===== config.mk =====
export PLATFORM = sky130hd
export DESIGN_NAME = adcsp_top
export DESIGN_NICKNAME = d
export VERILOG_FILES = /design/src/verilog/adcsp_pkg.sv /design/src/verilog/adcsp_range_if.sv /design/src/verilog/adcsp_range_mem.sv /design/src/verilog/adcsp_top.sv
export SDC_FILE = /design/constraint.sdc
export NUM_CORES = 1
export LEC_CHECK = 0
export BUFFER_PORTS_ARGS = -buffer_cell sky130_fd_sc_hd__buf_2
export CAP_MARGIN = 5
export CORE_ASPECT_RATIO = 1.4
export CORE_UTILIZATION = 45
export CTS_CLUSTER_SIZE = 40
export DETAILED_ROUTE_END_ITERATION = 6
export GPL_TIMING_DRIVEN = 0
export SYNTH_ARGS = -nofsm -noshare
export SYNTH_HDL_FRONTEND = slang
export SYNTH_HIERARCHICAL = 1
export SYNTH_SLANG_ARGS = --single-unit

===== constraint.sdc =====
create_clock -name i_core_clk -period 1.8 [get_ports i_core_clk]
set_input_delay 0.36 -clock i_core_clk [delete_from_list [all_inputs] [get_ports i_core_clk]]
set_output_delay 0.36 -clock i_core_clk [all_outputs]
set_load 0.02 [all_outputs]

===== src/verilog/adcsp_pkg.sv =====
// Package: register offsets, field layout and reset values of the polled converter block
package adcsp_pkg;
  // ---------------------------------------------------------------
  // Register offsets on the byte-wide port
  // ---------------------------------------------------------------
  localparam logic [3:0] ADCSP_OFS_LOW_TRIG = 4'h0;
  localparam logic [3:0] ADCSP_OFS_HIGH_RANGE = 4'h1;
  localparam logic [3:0] ADCSP_OFS_SCAN = 4'h2;
  localparam logic [3:0] ADCSP_OFS_DIG_LOW = 4'h3;
  localparam logic [3:0] ADCSP_OFS_STATUS = 4'h8;
  localparam logic [3:0] ADCSP_OFS_DIG_HIGH = 4'hB;
  // ---------------------------------------------------------------
  // Field positions and widths
  // ---------------------------------------------------------------
  localparam int ADCSP_EOC_BIT = 0;
  localparam int ADCSP_ARR_BIT = 1;
  localparam int ADCSP_CHAN_W = 4;
  localparam int ADCSP_RANGE_W = 4;
  localparam int ADCSP_RES_W = 12;
  localparam int ADCSP_DIG_W = 16;
  localparam int ADCSP_SCAN_START_LSB = 0;
  localparam int ADCSP_SCAN_STOP_LSB = 4;
  // ---------------------------------------------------------------
  // Values after reset
  // ---------------------------------------------------------------
  localparam logic [3:0] ADCSP_CHAN_RST = 4'h0;
  localparam logic [3:0] ADCSP_RANGE_RST = 4'h0;
  localparam logic [11:0] ADCSP_RES_RST = 12'h000;
  localparam logic [15:0] ADCSP_DIG_RST = 16'h0000;
  localparam logic [7:0] ADCSP_BYTE_RST = 8'h00;
  // Channel mask for the eight-pair differential arrangement
  localparam logic [3:0] ADCSP_DIFF_MASK = 4'h7;
  localparam logic [3:0] ADCSP_SE_MASK = 4'hF;
endpackage : adcsp_pkg


===== src/verilog/adcsp_range_if.sv =====
// Interface: write and read path between the control logic and the range code memory
`timescale 1ns/10ps
`default_nettype none
interface adcsp_range_if #(
  parameter int AW = 4,
  parameter int DW = 4
);
  logic wr_en;
  logic [AW-1:0] wr_addr;
  logic [DW-1:0] wr_data;
  logic [AW-1:0] rd_addr;
  logic [DW-1:0] rd_data;
  modport ctrl (output wr_en, output wr_addr, output wr_data, output rd_addr, input rd_data);
  modport mem (input wr_en, input wr_addr, input wr_data, input rd_addr, output rd_data);
endinterface : adcsp_range_if
`default_nettype wire


===== src/verilog/adcsp_range_mem.sv =====
// Range code memory: one code per analog channel, registered read
`timescale 1ns/10ps
`default_nettype none
module adcsp_range_mem #(
  parameter int DEPTH = 16
) (
  input wire logic i_core_clk,
  input wire logic i_rst_n,
  adcsp_range_if.mem port
);
  // ---------------------------------------------------------------
  // Storage
  // ---------------------------------------------------------------
  logic [adcsp_pkg::ADCSP_RANGE_W-1:0] mem_q [DEPTH];
  logic [adcsp_pkg::ADCSP_RANGE_W-1:0] rd_q;

  // Per-entry code; reset so a first conversion sees a known range
  for (genvar g = 0; g < DEPTH; g++) begin : g_entry
    always_ff @(posedge i_core_clk or negedge i_rst_n) begin
      if (!i_rst_n) begin
        mem_q[g] <= adcsp_pkg::ADCSP_RANGE_RST;
      end else if (port.wr_en && (port.wr_addr == adcsp_pkg::ADCSP_CHAN_W'(g))) begin
        mem_q[g] <= port.wr_data;
      end
    end
  end

  // Read data from a flop, one cycle behind the address
  always_ff @(posedge i_core_clk or negedge i_rst_n) begin
    if (!i_rst_n) begin
      rd_q <= adcsp_pkg::ADCSP_RANGE_RST;
    end else begin
      rd_q <= mem_q[port.rd_addr];
    end
  end
  assign port.rd_data = rd_q;
endmodule : adcsp_range_mem
`default_nettype wire


===== src/verilog/adcsp_top.sv =====
// Top: software-triggered, polled analog acquisition control on a byte-wide port
// Operation
// Sixteen single-ended or eight differential channels, chosen by a static switch.
// Any write to offset zero starts one conversion; data ignored.
// Status bit 0 is high while converting, zero once result is ready.
// Result read as low byte at offset zero, high byte at offset one.
// Scan register: low nibble first channel, high nibble last channel.
// Writing offset one stores a range code for the current channel.
// Sixteen digital inputs and sixteen digital outputs for external logic.
// Each trigger converts the current channel, then advances, wrapping at range end.
`timescale 1ns/10ps
`default_nettype none
module adcsp_top #(
  parameter int CHANNELS = 16
) (
  input wire logic i_core_clk,
  input wire logic i_rst_n,
  input wire logic [3:0] i_addr,
  input wire logic i_wr,
  input wire logic i_rd,
  input wire logic [7:0] i_wr_data,
  output logic [7:0] o_rd_data,
  input wire logic i_input_arrangement_switch,
  output logic o_adc_start,
  output logic [3:0] o_adc_channel,
  output logic [3:0] o_adc_range,
  input wire logic i_adc_done,
  input wire logic [11:0] i_adc_data,
  input wire logic [15:0] i_dig_in,
  output logic [15:0] o_dig_out
);
  // ---------------------------------------------------------------
  // Declarations
  // ---------------------------------------------------------------
  logic arr_s1_q;
  logic arr_s2_q;
  logic done_s1_q;
  logic done_s2_q;
  logic done_s3_q;
  logic [11:0] data_s1_q;
  logic [11:0] data_s2_q;
  logic [15:0] din_s1_q;
  logic [15:0] din_s2_q;
  logic [3:0] start_q;
  logic [3:0] stop_q;
  logic [3:0] cur_q;
  logic [3:0] cur_d;
  logic [3:0] chan_mask;
  logic busy_q;
  logic [11:0] result_q;
  logic [7:0] rd_q;
  logic [7:0] rd_d;
  logic [15:0] dout_q;
  logic start_pulse_q;
  logic [3:0] adc_chan_q;
  logic [3:0] adc_range_q;
  logic trig;
  logic done_rise;

  adcsp_range_if #(.AW(adcsp_pkg::ADCSP_CHAN_W), .DW(adcsp_pkg::ADCSP_RANGE_W)) range_bus ();

  // ---------------------------------------------------------------
  // Pin synchronisers
  // ---------------------------------------------------------------
  // Two flops on the switch, converter data and digital inputs, three on done; converter data is stable long before done arrives
  always_ff @(posedge i_core_clk or negedge i_rst_n) begin
    if (!i_rst_n) begin
      arr_s1_q <= 1'b0;
      arr_s2_q <= 1'b0;
      done_s1_q <= 1'b0;
      done_s2_q <= 1'b0;
      done_s3_q <= 1'b0;
      data_s1_q <= adcsp_pkg::ADCSP_RES_RST;
      data_s2_q <= adcsp_pkg::ADCSP_RES_RST;
      din_s1_q <= adcsp_pkg::ADCSP_DIG_RST;
      din_s2_q <= adcsp_pkg::ADCSP_DIG_RST;
    end else begin
      arr_s1_q <= i_input_arrangement_switch;
      arr_s2_q <= arr_s1_q;
      done_s1_q <= i_adc_done;
      done_s2_q <= done_s1_q;
      done_s3_q <= done_s2_q;
      data_s1_q <= i_adc_data;
      data_s2_q <= data_s1_q;
      din_s1_q <= i_dig_in;
      din_s2_q <= din_s1_q;
    end
  end

  // ---------------------------------------------------------------
  // Decode
  // ---------------------------------------------------------------
  // Switch high means differential: only channels 0..7 exist
  assign chan_mask = arr_s2_q ? adcsp_pkg::ADCSP_DIFF_MASK : adcsp_pkg::ADCSP_SE_MASK;
  assign trig = i_wr && (i_addr == adcsp_pkg::ADCSP_OFS_LOW_TRIG);
  assign done_rise = done_s2_q && !done_s3_q;

  // ---------------------------------------------------------------
  // Scan range and current channel
  // ---------------------------------------------------------------
  // Next channel: wrap to first after the last one
  always_comb begin
    cur_d = cur_q;
    if (trig) begin
      if (cur_q == stop_q) begin
        cur_d = start_q;
      end else begin
        cur_d = (cur_q + 4'h1) & chan_mask;
      end
    end
  end

  // A scan write also restarts the walk at the first channel
  always_ff @(posedge i_core_clk or negedge i_rst_n) begin
    if (!i_rst_n) begin
      start_q <= adcsp_pkg::ADCSP_CHAN_RST;
      stop_q <= adcsp_pkg::ADCSP_CHAN_RST;
      cur_q <= adcsp_pkg::ADCSP_CHAN_RST;
    end else if (i_wr && (i_addr == adcsp_pkg::ADCSP_OFS_SCAN)) begin
      start_q <= i_wr_data[adcsp_pkg::ADCSP_SCAN_START_LSB +: 4] & chan_mask;
      stop_q <= i_wr_data[adcsp_pkg::ADCSP_SCAN_STOP_LSB +: 4] & chan_mask;
      cur_q <= i_wr_data[adcsp_pkg::ADCSP_SCAN_START_LSB +: 4] & chan_mask;
    end else begin
      cur_q <= cur_d;
    end
  end

  // ---------------------------------------------------------------
  // Range code memory
  // ---------------------------------------------------------------
  // Code lands at the current channel of the walk (cur_q) now
  assign range_bus.wr_en = i_wr && (i_addr == adcsp_pkg::ADCSP_OFS_HIGH_RANGE);
  assign range_bus.wr_addr = cur_q;
  assign range_bus.wr_data = i_wr_data[adcsp_pkg::ADCSP_RANGE_W-1:0];
  assign range_bus.rd_addr = cur_q;

  adcsp_range_mem #(.DEPTH(CHANNELS)) u_range_mem (
    .i_core_clk(i_core_clk),
    .i_rst_n(i_rst_n),
    .port(range_bus.mem)
  );

  // ---------------------------------------------------------------
  // Conversion start and completion
  // ---------------------------------------------------------------
  // Range read lags one cycle; a code written in the cycle before the trigger is used next time
  always_ff @(posedge i_core_clk or negedge i_rst_n) begin
    if (!i_rst_n) begin
      start_pulse_q <= 1'b0;
      adc_chan_q <= adcsp_pkg::ADCSP_CHAN_RST;
      adc_range_q <= adcsp_pkg::ADCSP_RANGE_RST;
    end else begin
      start_pulse_q <= trig;
      if (trig) begin
        adc_chan_q <= cur_q;
        adc_range_q <= range_bus.rd_data;
      end
    end
  end

  // Busy flag; a new trigger wins over a completion in the same cycle
  always_ff @(posedge i_core_clk or negedge i_rst_n) begin
    if (!i_rst_n) begin
      busy_q <= 1'b0;
      result_q <= adcsp_pkg::ADCSP_RES_RST;
    end else begin
      if (trig) begin
        busy_q <= 1'b1;
      end else if (done_rise) begin
        busy_q <= 1'b0;
      end
      if (done_rise) begin
        result_q <= data_s2_q;
      end
    end
  end

  // ---------------------------------------------------------------
  // Digital outputs
  // ---------------------------------------------------------------
  always_ff @(posedge i_core_clk or negedge i_rst_n) begin
    if (!i_rst_n) begin
      dout_q <= adcsp_pkg::ADCSP_DIG_RST;
    end else if (i_wr && (i_addr == adcsp_pkg::ADCSP_OFS_DIG_LOW)) begin
      dout_q[7:0] <= i_wr_data;
    end else if (i_wr && (i_addr == adcsp_pkg::ADCSP_OFS_DIG_HIGH)) begin
      dout_q[15:8] <= i_wr_data;
    end
  end

  // ---------------------------------------------------------------
  // Read path
  // ---------------------------------------------------------------
  // Unmapped offsets read zero
  always_comb begin
    rd_d = adcsp_pkg::ADCSP_BYTE_RST;
    unique case (i_addr)
      adcsp_pkg::ADCSP_OFS_LOW_TRIG: rd_d = result_q[7:0];
      adcsp_pkg::ADCSP_OFS_HIGH_RANGE: rd_d = {4'h0, result_q[11:8]};
      adcsp_pkg::ADCSP_OFS_DIG_LOW: rd_d = din_s2_q[7:0];
      adcsp_pkg::ADCSP_OFS_DIG_HIGH: rd_d = din_s2_q[15:8];
      adcsp_pkg::ADCSP_OFS_STATUS: begin
        rd_d[adcsp_pkg::ADCSP_EOC_BIT] = busy_q;
        rd_d[adcsp_pkg::ADCSP_ARR_BIT] = arr_s2_q;
      end
      default: rd_d = adcsp_pkg::ADCSP_BYTE_RST;
    endcase
  end

  // Read byte held until the next read strobe
  always_ff @(posedge i_core_clk or negedge i_rst_n) begin
    if (!i_rst_n) begin
      rd_q <= adcsp_pkg::ADCSP_BYTE_RST;
    end else if (i_rd) begin
      rd_q <= rd_d;
    end
  end

  assign o_rd_data = rd_q;
  assign o_adc_start = start_pulse_q;
  assign o_adc_channel = adc_chan_q;
  assign o_adc_range = adc_range_q;
  assign o_dig_out = dout_q;
endmodule : adcsp_top
`default_nettype wire


# --- Yosys cells after proc, flatten, opt, wreduce, memory -nomap -nowiden ---
# Cells that the tools add are included.
word_totals:
  register_bits: 187
  input_bits: 46
  output_inout_bits: 33
  wordCells: 104
op_classes:
  n_addsub: 1
  n_lt_le_gt_ge: 1
  eq_ne: 21
  muxes: 11
  n_bitwise: 5
  n_reduce_logical: 28
ops:
  columns: ["op", "count"]
  rows:
  - ["4-bit equality test (second input constant)", 10]
  - ["4-bit 2-to-1 mux", 6]
  - ["6-bit one-hot mux with 4 select lines", 1]
  - ["1-bit logical AND", 22]
  - ["4-bit binary-select mux with 4-bit select", 1]
  - ["4-bit by 2-bit equality test with 1-bit output (second input constant)", 4]
  - ["4-bit by 3-bit equality test with 1-bit output (second input constant)", 4]
  - ["4-bit bitwise AND", 3]
  - ["2-bit one-hot mux with 5 select lines", 1]
  - ["4-bit by 1-bit equality test with 1-bit output (second input constant)", 2]
  - ["4-bit logical NOT", 2]
  - ["5-bit greater-or-equal comparator (second input constant)", 1]
  - ["4-bit inverter with 5-bit output", 1]
  - ["4-bit by 1-bit adder with 4-bit output (second input constant)", 1]
  - ["4-bit equality test", 1]
  - ["2-bit nonzero test", 2]
  - ["1-bit 2-to-1 mux", 2]
  - ["2-bit AND reduction", 1]
  - ["1-bit logical NOT", 1]
  - ["1-bit inverter", 1]

# --- Longest topological paths before layout ---
logic_depth:
  depth_word: 5
  ltp_mapped: 7
  mapped_depth_nobuf: 5

# --- Modules after synthesis ---
# Netlist, hierarchy kept.
by_module_without_submodules:
  columns: ["mod", "n_inst", "cells_each", "area_each_um2", "seq_area_each_um2"]
  rows:
  - ["adcsp_top", 1, 293, 4194.0, 2977.9]
  - ["adcsp_range_mem", 1, 199, 3115.5, 1701.6]

# --- Worst setup path after synthesis ---
# Ideal clock, no wire load.
synth_timing:
  kind: "input to register"
  from: "input i_addr[0]"
  to: "register u_range_mem/mem_q[48] (netlist name)"
  setup_ns: 0.125
  t_arrival_ns: 1.871
  required_time_ns: 1.675
  path_slack_ns: -0.196
  stages: 6
  path_buffers: 2
  path_cell_list: "buf_6 clkbuf_1 and4_1 nor3b_1 and2b_1 mux2_2"
synth_via:
  elab_chain_len: 3
synth_lines:
  columns: ["item", "line_no", "text"]
  rows:
  - ["from (decl)", "adcsp_top.sv:18", "input wire logic [3:0] i_addr,"]
  - ["4-bit by 1-bit equality test with 1-bit output", "adcsp_top.sv:132", "assign range_bus.wr_en = i_wr && (i_addr == adcsp_pkg::ADCSP_OFS_HIGH_RANGE);"]
  - ["1-bit logical AND", "adcsp_top.sv:132", null]
  - ["via range_bus.wr_en", "adcsp_range_if.sv:8", "logic wr_en;"]
  - ["1-bit logical AND", "adcsp_range_mem.sv:22", "end else if (port.wr_en && (port.wr_addr == adcsp_pkg::ADCSP_CHAN_W'(g))) begin"]
  - ["to (signal, indexed assignment)", "adcsp_range_mem.sv:21", "mem_q[g] <= adcsp_pkg::ADCSP_RANGE_RST;"]
  - ["to (signal, indexed assignment)", "adcsp_range_mem.sv:23", "mem_q[g] <= port.wr_data;"]
  - ["to (decl)", "adcsp_range_mem.sv:14", "logic [adcsp_pkg::ADCSP_RANGE_W-1:0] mem_q [DEPTH];"]
# The timed path passes the listed nets, and every way through them passes these cells.
# A chain may end at the register's enable or synchronous reset.

# --- Worst setup path in the final report ---
layout_timing:
  from: "register cur_q[3]"
  to: "register u_range_mem/mem_q[35] (netlist name)"
layout_via:
  elab_chain_len: 2
layout_lines:
  columns: ["item", "line_no", "text"]
  rows:
  - ["from (decl)", "adcsp_top.sv:46", "logic [3:0] cur_q;"]
  - ["from (signal assigned)", "adcsp_top.sv:118", "cur_q <= adcsp_pkg::ADCSP_CHAN_RST;"]
  - ["from (signal assigned)", "adcsp_top.sv:122", "cur_q <= i_wr_data[adcsp_pkg::ADCSP_SCAN_START_LSB +: 4] & chan_mask;"]
  - ["from (signal assigned)", "adcsp_top.sv:124", "cur_q <= cur_d;"]
  - ["4-bit by 3-bit equality test with 1-bit output", "adcsp_range_mem.sv:22", null]
  - ["1-bit logical AND", "adcsp_range_mem.sv:22", null]
# Every way passes these cells.

==> results list <==
* Design Area, Final: 8640 um2
* Final WL: 15,000 um
* Max-capacitance violation count: 0
- Clock tree from TritonCTS: built
* Arr. time, crit path: 2050 ps
- In this run the horizontal extent of the chip is roughly 110 um.
- Total half-perimeter wirelength after legalization and detailed placement: 10,100 um
* Net total in the final layout: between 600 and 700
- Setup slack closes at 51.5 ps.
* Number of levels in the clock H-tree: 4
- Startpoint type of the worst setup path: flip-flop
- At the placement stage, the worst setup path has a slack of -455 ps.
* Leakage Power: 4.16 nW
- After global routing the overflow that remains totals 0.
* Gr usage total: 19.4%
- Number of storage elements in the synthesis netlist: 187
- Sequential element share of the synthesized area: 64.0%
- After clock tree synthesis, the clock-pin slew on the worst setup and hold paths is roughly 70 ps.
- Library cell with the largest summed area after synthesis: sky130_fd_sc_hd__dfrtp_1
- Dividing total power by cell area gives a power density of 1260 nW/um2.
* Yosys warning total: 6
* Fraction of synthesis flops using an asynchronous set or reset pin: 100%
- The flow ran to the end, and the final reports show no timing, DRC or antenna violations.
- In this run, distinct cell masters in the synthesized netlist total 46.
* Number of buffers on the longest clock path: 2
- Crit Path Class: reg2reg
- For this run, design rule violations remaining after detail routing come to 0.
* Top post-synthesis cells by area: sky130_fd_sc_hd__dfrtp_1 (64%), sky130_fd_sc_hd__mux2_2 (15%), sky130_fd_sc_hd__mux4_1 (5.0%), sky130_fd_sc_hd__nand2_1 (2.2%), sky130_fd_sc_hd__a22oi_1 (1.0%)
- In this run the tightest slew margin relative to its limit is between 40% and 50%.
* Weighted congestion reported at the end of routability-driven placement: 0.831
* First-iteration detailed-routing DRC count: 156
- The cell count after synthesis came out at 492.
- The final critical path takes up a little under 100% of the cycle.
- The via count of the first global-routing pass came to roughly 4,500.
- In the final timing run, aggregate negative setup slack is 0 ps.
- In this design, the stage delay of the slowest critical-path cell is 540 ps.
- Ratio of routed vias to standard cells: 5.36
- The share of synthesized area in the top cell type comes to 64.0%.
- Root Driver: sky130_fd_sc_hd__clkbuf_16
* Global-route wire length before repair: 24,000 um
* Number of sinks on the clock net: 187
- CP Data Required Time: between 2000 and 2500 ps
- FP Rows: 54
- Number of port buffers: 75
- Average size of a mapped cell: 14.9 um2
* Most used flip-flop cell after synthesis: sky130_fd_sc_hd__dfrtp_1
* Antenna Cells: 0
- Entering global routing, the biggest net connects 116 pins.
- Number of nets produced by synthesis: 539
- Bufs and invs on worst path: 0
- Final Slew Violations: 0
- In this run, synthesis inferred 0 flip-flops with an integrated enable.
* Clock latency on the worst-skew pair: 420 ps
* Starting Density: roughly 46%
* Floorplan die area: ~17,000 um2
- Dpl cell area: 7990 um2
* Finish-stage setup viols: 0
- From synthesis to final layout, the design area changed by 18.2%.
- Maximum operating frequency: 572 MHz
- Initial antenna violation count: 0
- Number of search-and-repair iterations in the first detailed-routing pass: 4
- Summing every instance area after synthesis gives 7310 um2.
- The slowest stage of the critical path belongs to the cell sky130_fd_sc_hd__dfrtp_2.
- Clock Skew: 5.54 ps
- The post-route netlist has 41.2% of its cells at a drive strength greater than 1.
- In this run the remaining antenna-violating nets after routing total 0.
* Worst slew pin tran: around 750 ps
- Maximum fanout count along the critical path: 15
- Walking the worst path, the cells encountered are nand3b_1 -> nor2_1 -> mux2_2.
- The core region is approximately 16,000 um2.
* Endpoint type of the worst setup path: flip-flop
* Dominant delay contributor by cell family on the critical path: simple AND/OR/NAND/NOR gates
* Die height: 153 um
* Ports: 79
- The final count of hold timing violations is 0.
- Number of clock buffers inserted by TritonCTS: 17
* Unrepaired setup endpoints after global routing: false
* IR Drop Worst-Case VDD: 646 uV
- Routed WL per cell: between 15 and 20 um
- Type of the most critical hold path: in2reg
- Clock period minus worst slack: 1750 ps
- The routed layout has 4,307 vias.
[layer usage]
| layer | GRT usage (%) | part of all wire [%] |
|---|---|---|
| met5 | 0 | 0 |
| met4 | 8.38 | 2.9 |
| met3 | 4.19 | 3.0 |
| met2 | 32.3 | 52 |
| met1 | 24.0 | 42 |
[registers in the layout, summed over array words and instances, names as in the netlist]
| signal | cells |
|---|---|
| result_q | 12 |
| data_s1_q | 12 |
| din_s1_q | 16 |
| cur_q | 4 |
| o_adc_channel | 4 |
| start_q | 4 |
| u_range_mem/mem_q | 64 |
| stop_q | 4 |
| done_s3_q | 1 |
| o_adc_start | 1 |
| arr_s1_q | 1 |
| arr_s2_q | 1 |
| done_s1_q | 1 |
| done_s2_q | 1 |
| din_s2_q | 16 |
| o_rd_data | 8 |
| data_s2_q | 12 |
| busy_q | 1 |
| o_adc_range | 4 |
| u_range_mem/port.rd_data | 4 |
| o_dig_out | 16 |
[kinds of logic after synthesis]
kind of cell    after synthesis  synth area share (%)
simple gates                106                  7.41
xor+xnor                      6                 0.719
compound gates               38                  3.65
mux                         122                  21.9
fa+ha+maj                     1                 0.171
buf+inv                      32                  2.16
flops                       187                  64.0
[path summary, 6_finish.rpt]
kind | startpoint | endpoint | slack (ps) | cells past startpoint
max in group asynchronous | i_rst_n | result_q[11]$_DFFE_PN0P_ | 390 | 3
min in group asynchronous | i_rst_n | o_adc_channel[2]$_DFFE_PN0P_ | 480 | 2
max reg2reg | cur_q[3]$_DFFE_PN0P_ | u_range_mem/mem_q[35]$_DFFE_PN0P_ | 50 | 3
min reg2reg | data_s1_q[7]$_DFF_PN0_ | data_s2_q[7]$_DFF_PN0_ | 350 | 0
min | i_dig_in[15] | din_s1_q[15]$_DFF_PN0_ | 40 | 1
max | cur_q[3]$_DFFE_PN0P_ | u_range_mem/mem_q[35]$_DFFE_PN0P_ | 50 | 3
[final cells by class]
cell class	count	area (um2)
buffer	19	115
clock buffer	19	433
clock inverter	13	130
fill	1323	7100
inverter	13	52.6
multi-input combinational	273	2510
sequential	187	4680
tap	196	245
timing repair buffer	83	468
[metrics by stage]
stage | std cells | hold slack (ps) | utilization, % | total power [mW]
6_report | 803 | 37.6 | 54.9 | 10.9
5_1_grt | 803 | 12.8 | 54.9 | 11.4
4_1_cts | 801 | 18.9 | 54.6 | 10.9
3_5_place_dp | 764 | 335 | 50.7 | 7.23
3_3_place_gp | 763 | 331 | 50.5 | 7.13
2_1_floorplan | 492 | 64.4 | - | 6.48
[cells in the final DEF (no fill, tap or decap), drive strengths merged, types with 2 or more instances in the layout]
cell	n
a31oi	3
clkinv	2
and3	5
inv	19
buf	91
xor2	6
nand3b	3
nand2b	10
clkbuf	29
mux2	100
o21ai	8
nand4	2
a22oi	10
mux2i	6
a21oi	3
nor4	2
nor2	16
nor3b	2
clkinvlp	4
nand3	12
o22ai	7
nor2b	4
a311oi	2
or4b	2
nand2	43
mux4	16
dfrtp	187
[cells in the mapped netlist, types with 5 or more instances]
cell type / instances
sky130_fd_sc_hd__clkbuf_1: 10
sky130_fd_sc_hd__inv_1: 12
sky130_fd_sc_hd__dfrtp_1: 187
sky130_fd_sc_hd__nor2_1: 16
sky130_fd_sc_hd__buf_2: 5
sky130_fd_sc_hd__and3_1: 5
sky130_fd_sc_hd__nand3_1: 12
sky130_fd_sc_hd__mux2_2: 100
sky130_fd_sc_hd__a22oi_1: 10
sky130_fd_sc_hd__mux2i_1: 6
sky130_fd_sc_hd__nand2b_1: 9
sky130_fd_sc_hd__nand2_1: 43
sky130_fd_sc_hd__o22ai_1: 7
sky130_fd_sc_hd__xor2_1: 6
sky130_fd_sc_hd__mux4_1: 14
sky130_fd_sc_hd__o21ai_0: 5
[report_power, final]
group | internal (mW) | leakage [nW] | switching (mW)
Combinational | 1.04 | 1.51 | 1.15
Sequential | 4.75 | 2.38 | 0.343
Clock | 1.94 | 0.268 | 1.64
[what timing repair did]
item / in CTS / in global routing
endpoints found under the hold margin: 72 / 0
hold buffers: 1 / 0
setup endpoints to repair: 44 / 43
resized for setup: 7 / 11
pin swaps: 0 / 1
setup buffers: 4 / 2
Note: power is estimated with default switching activity, not from simulation.
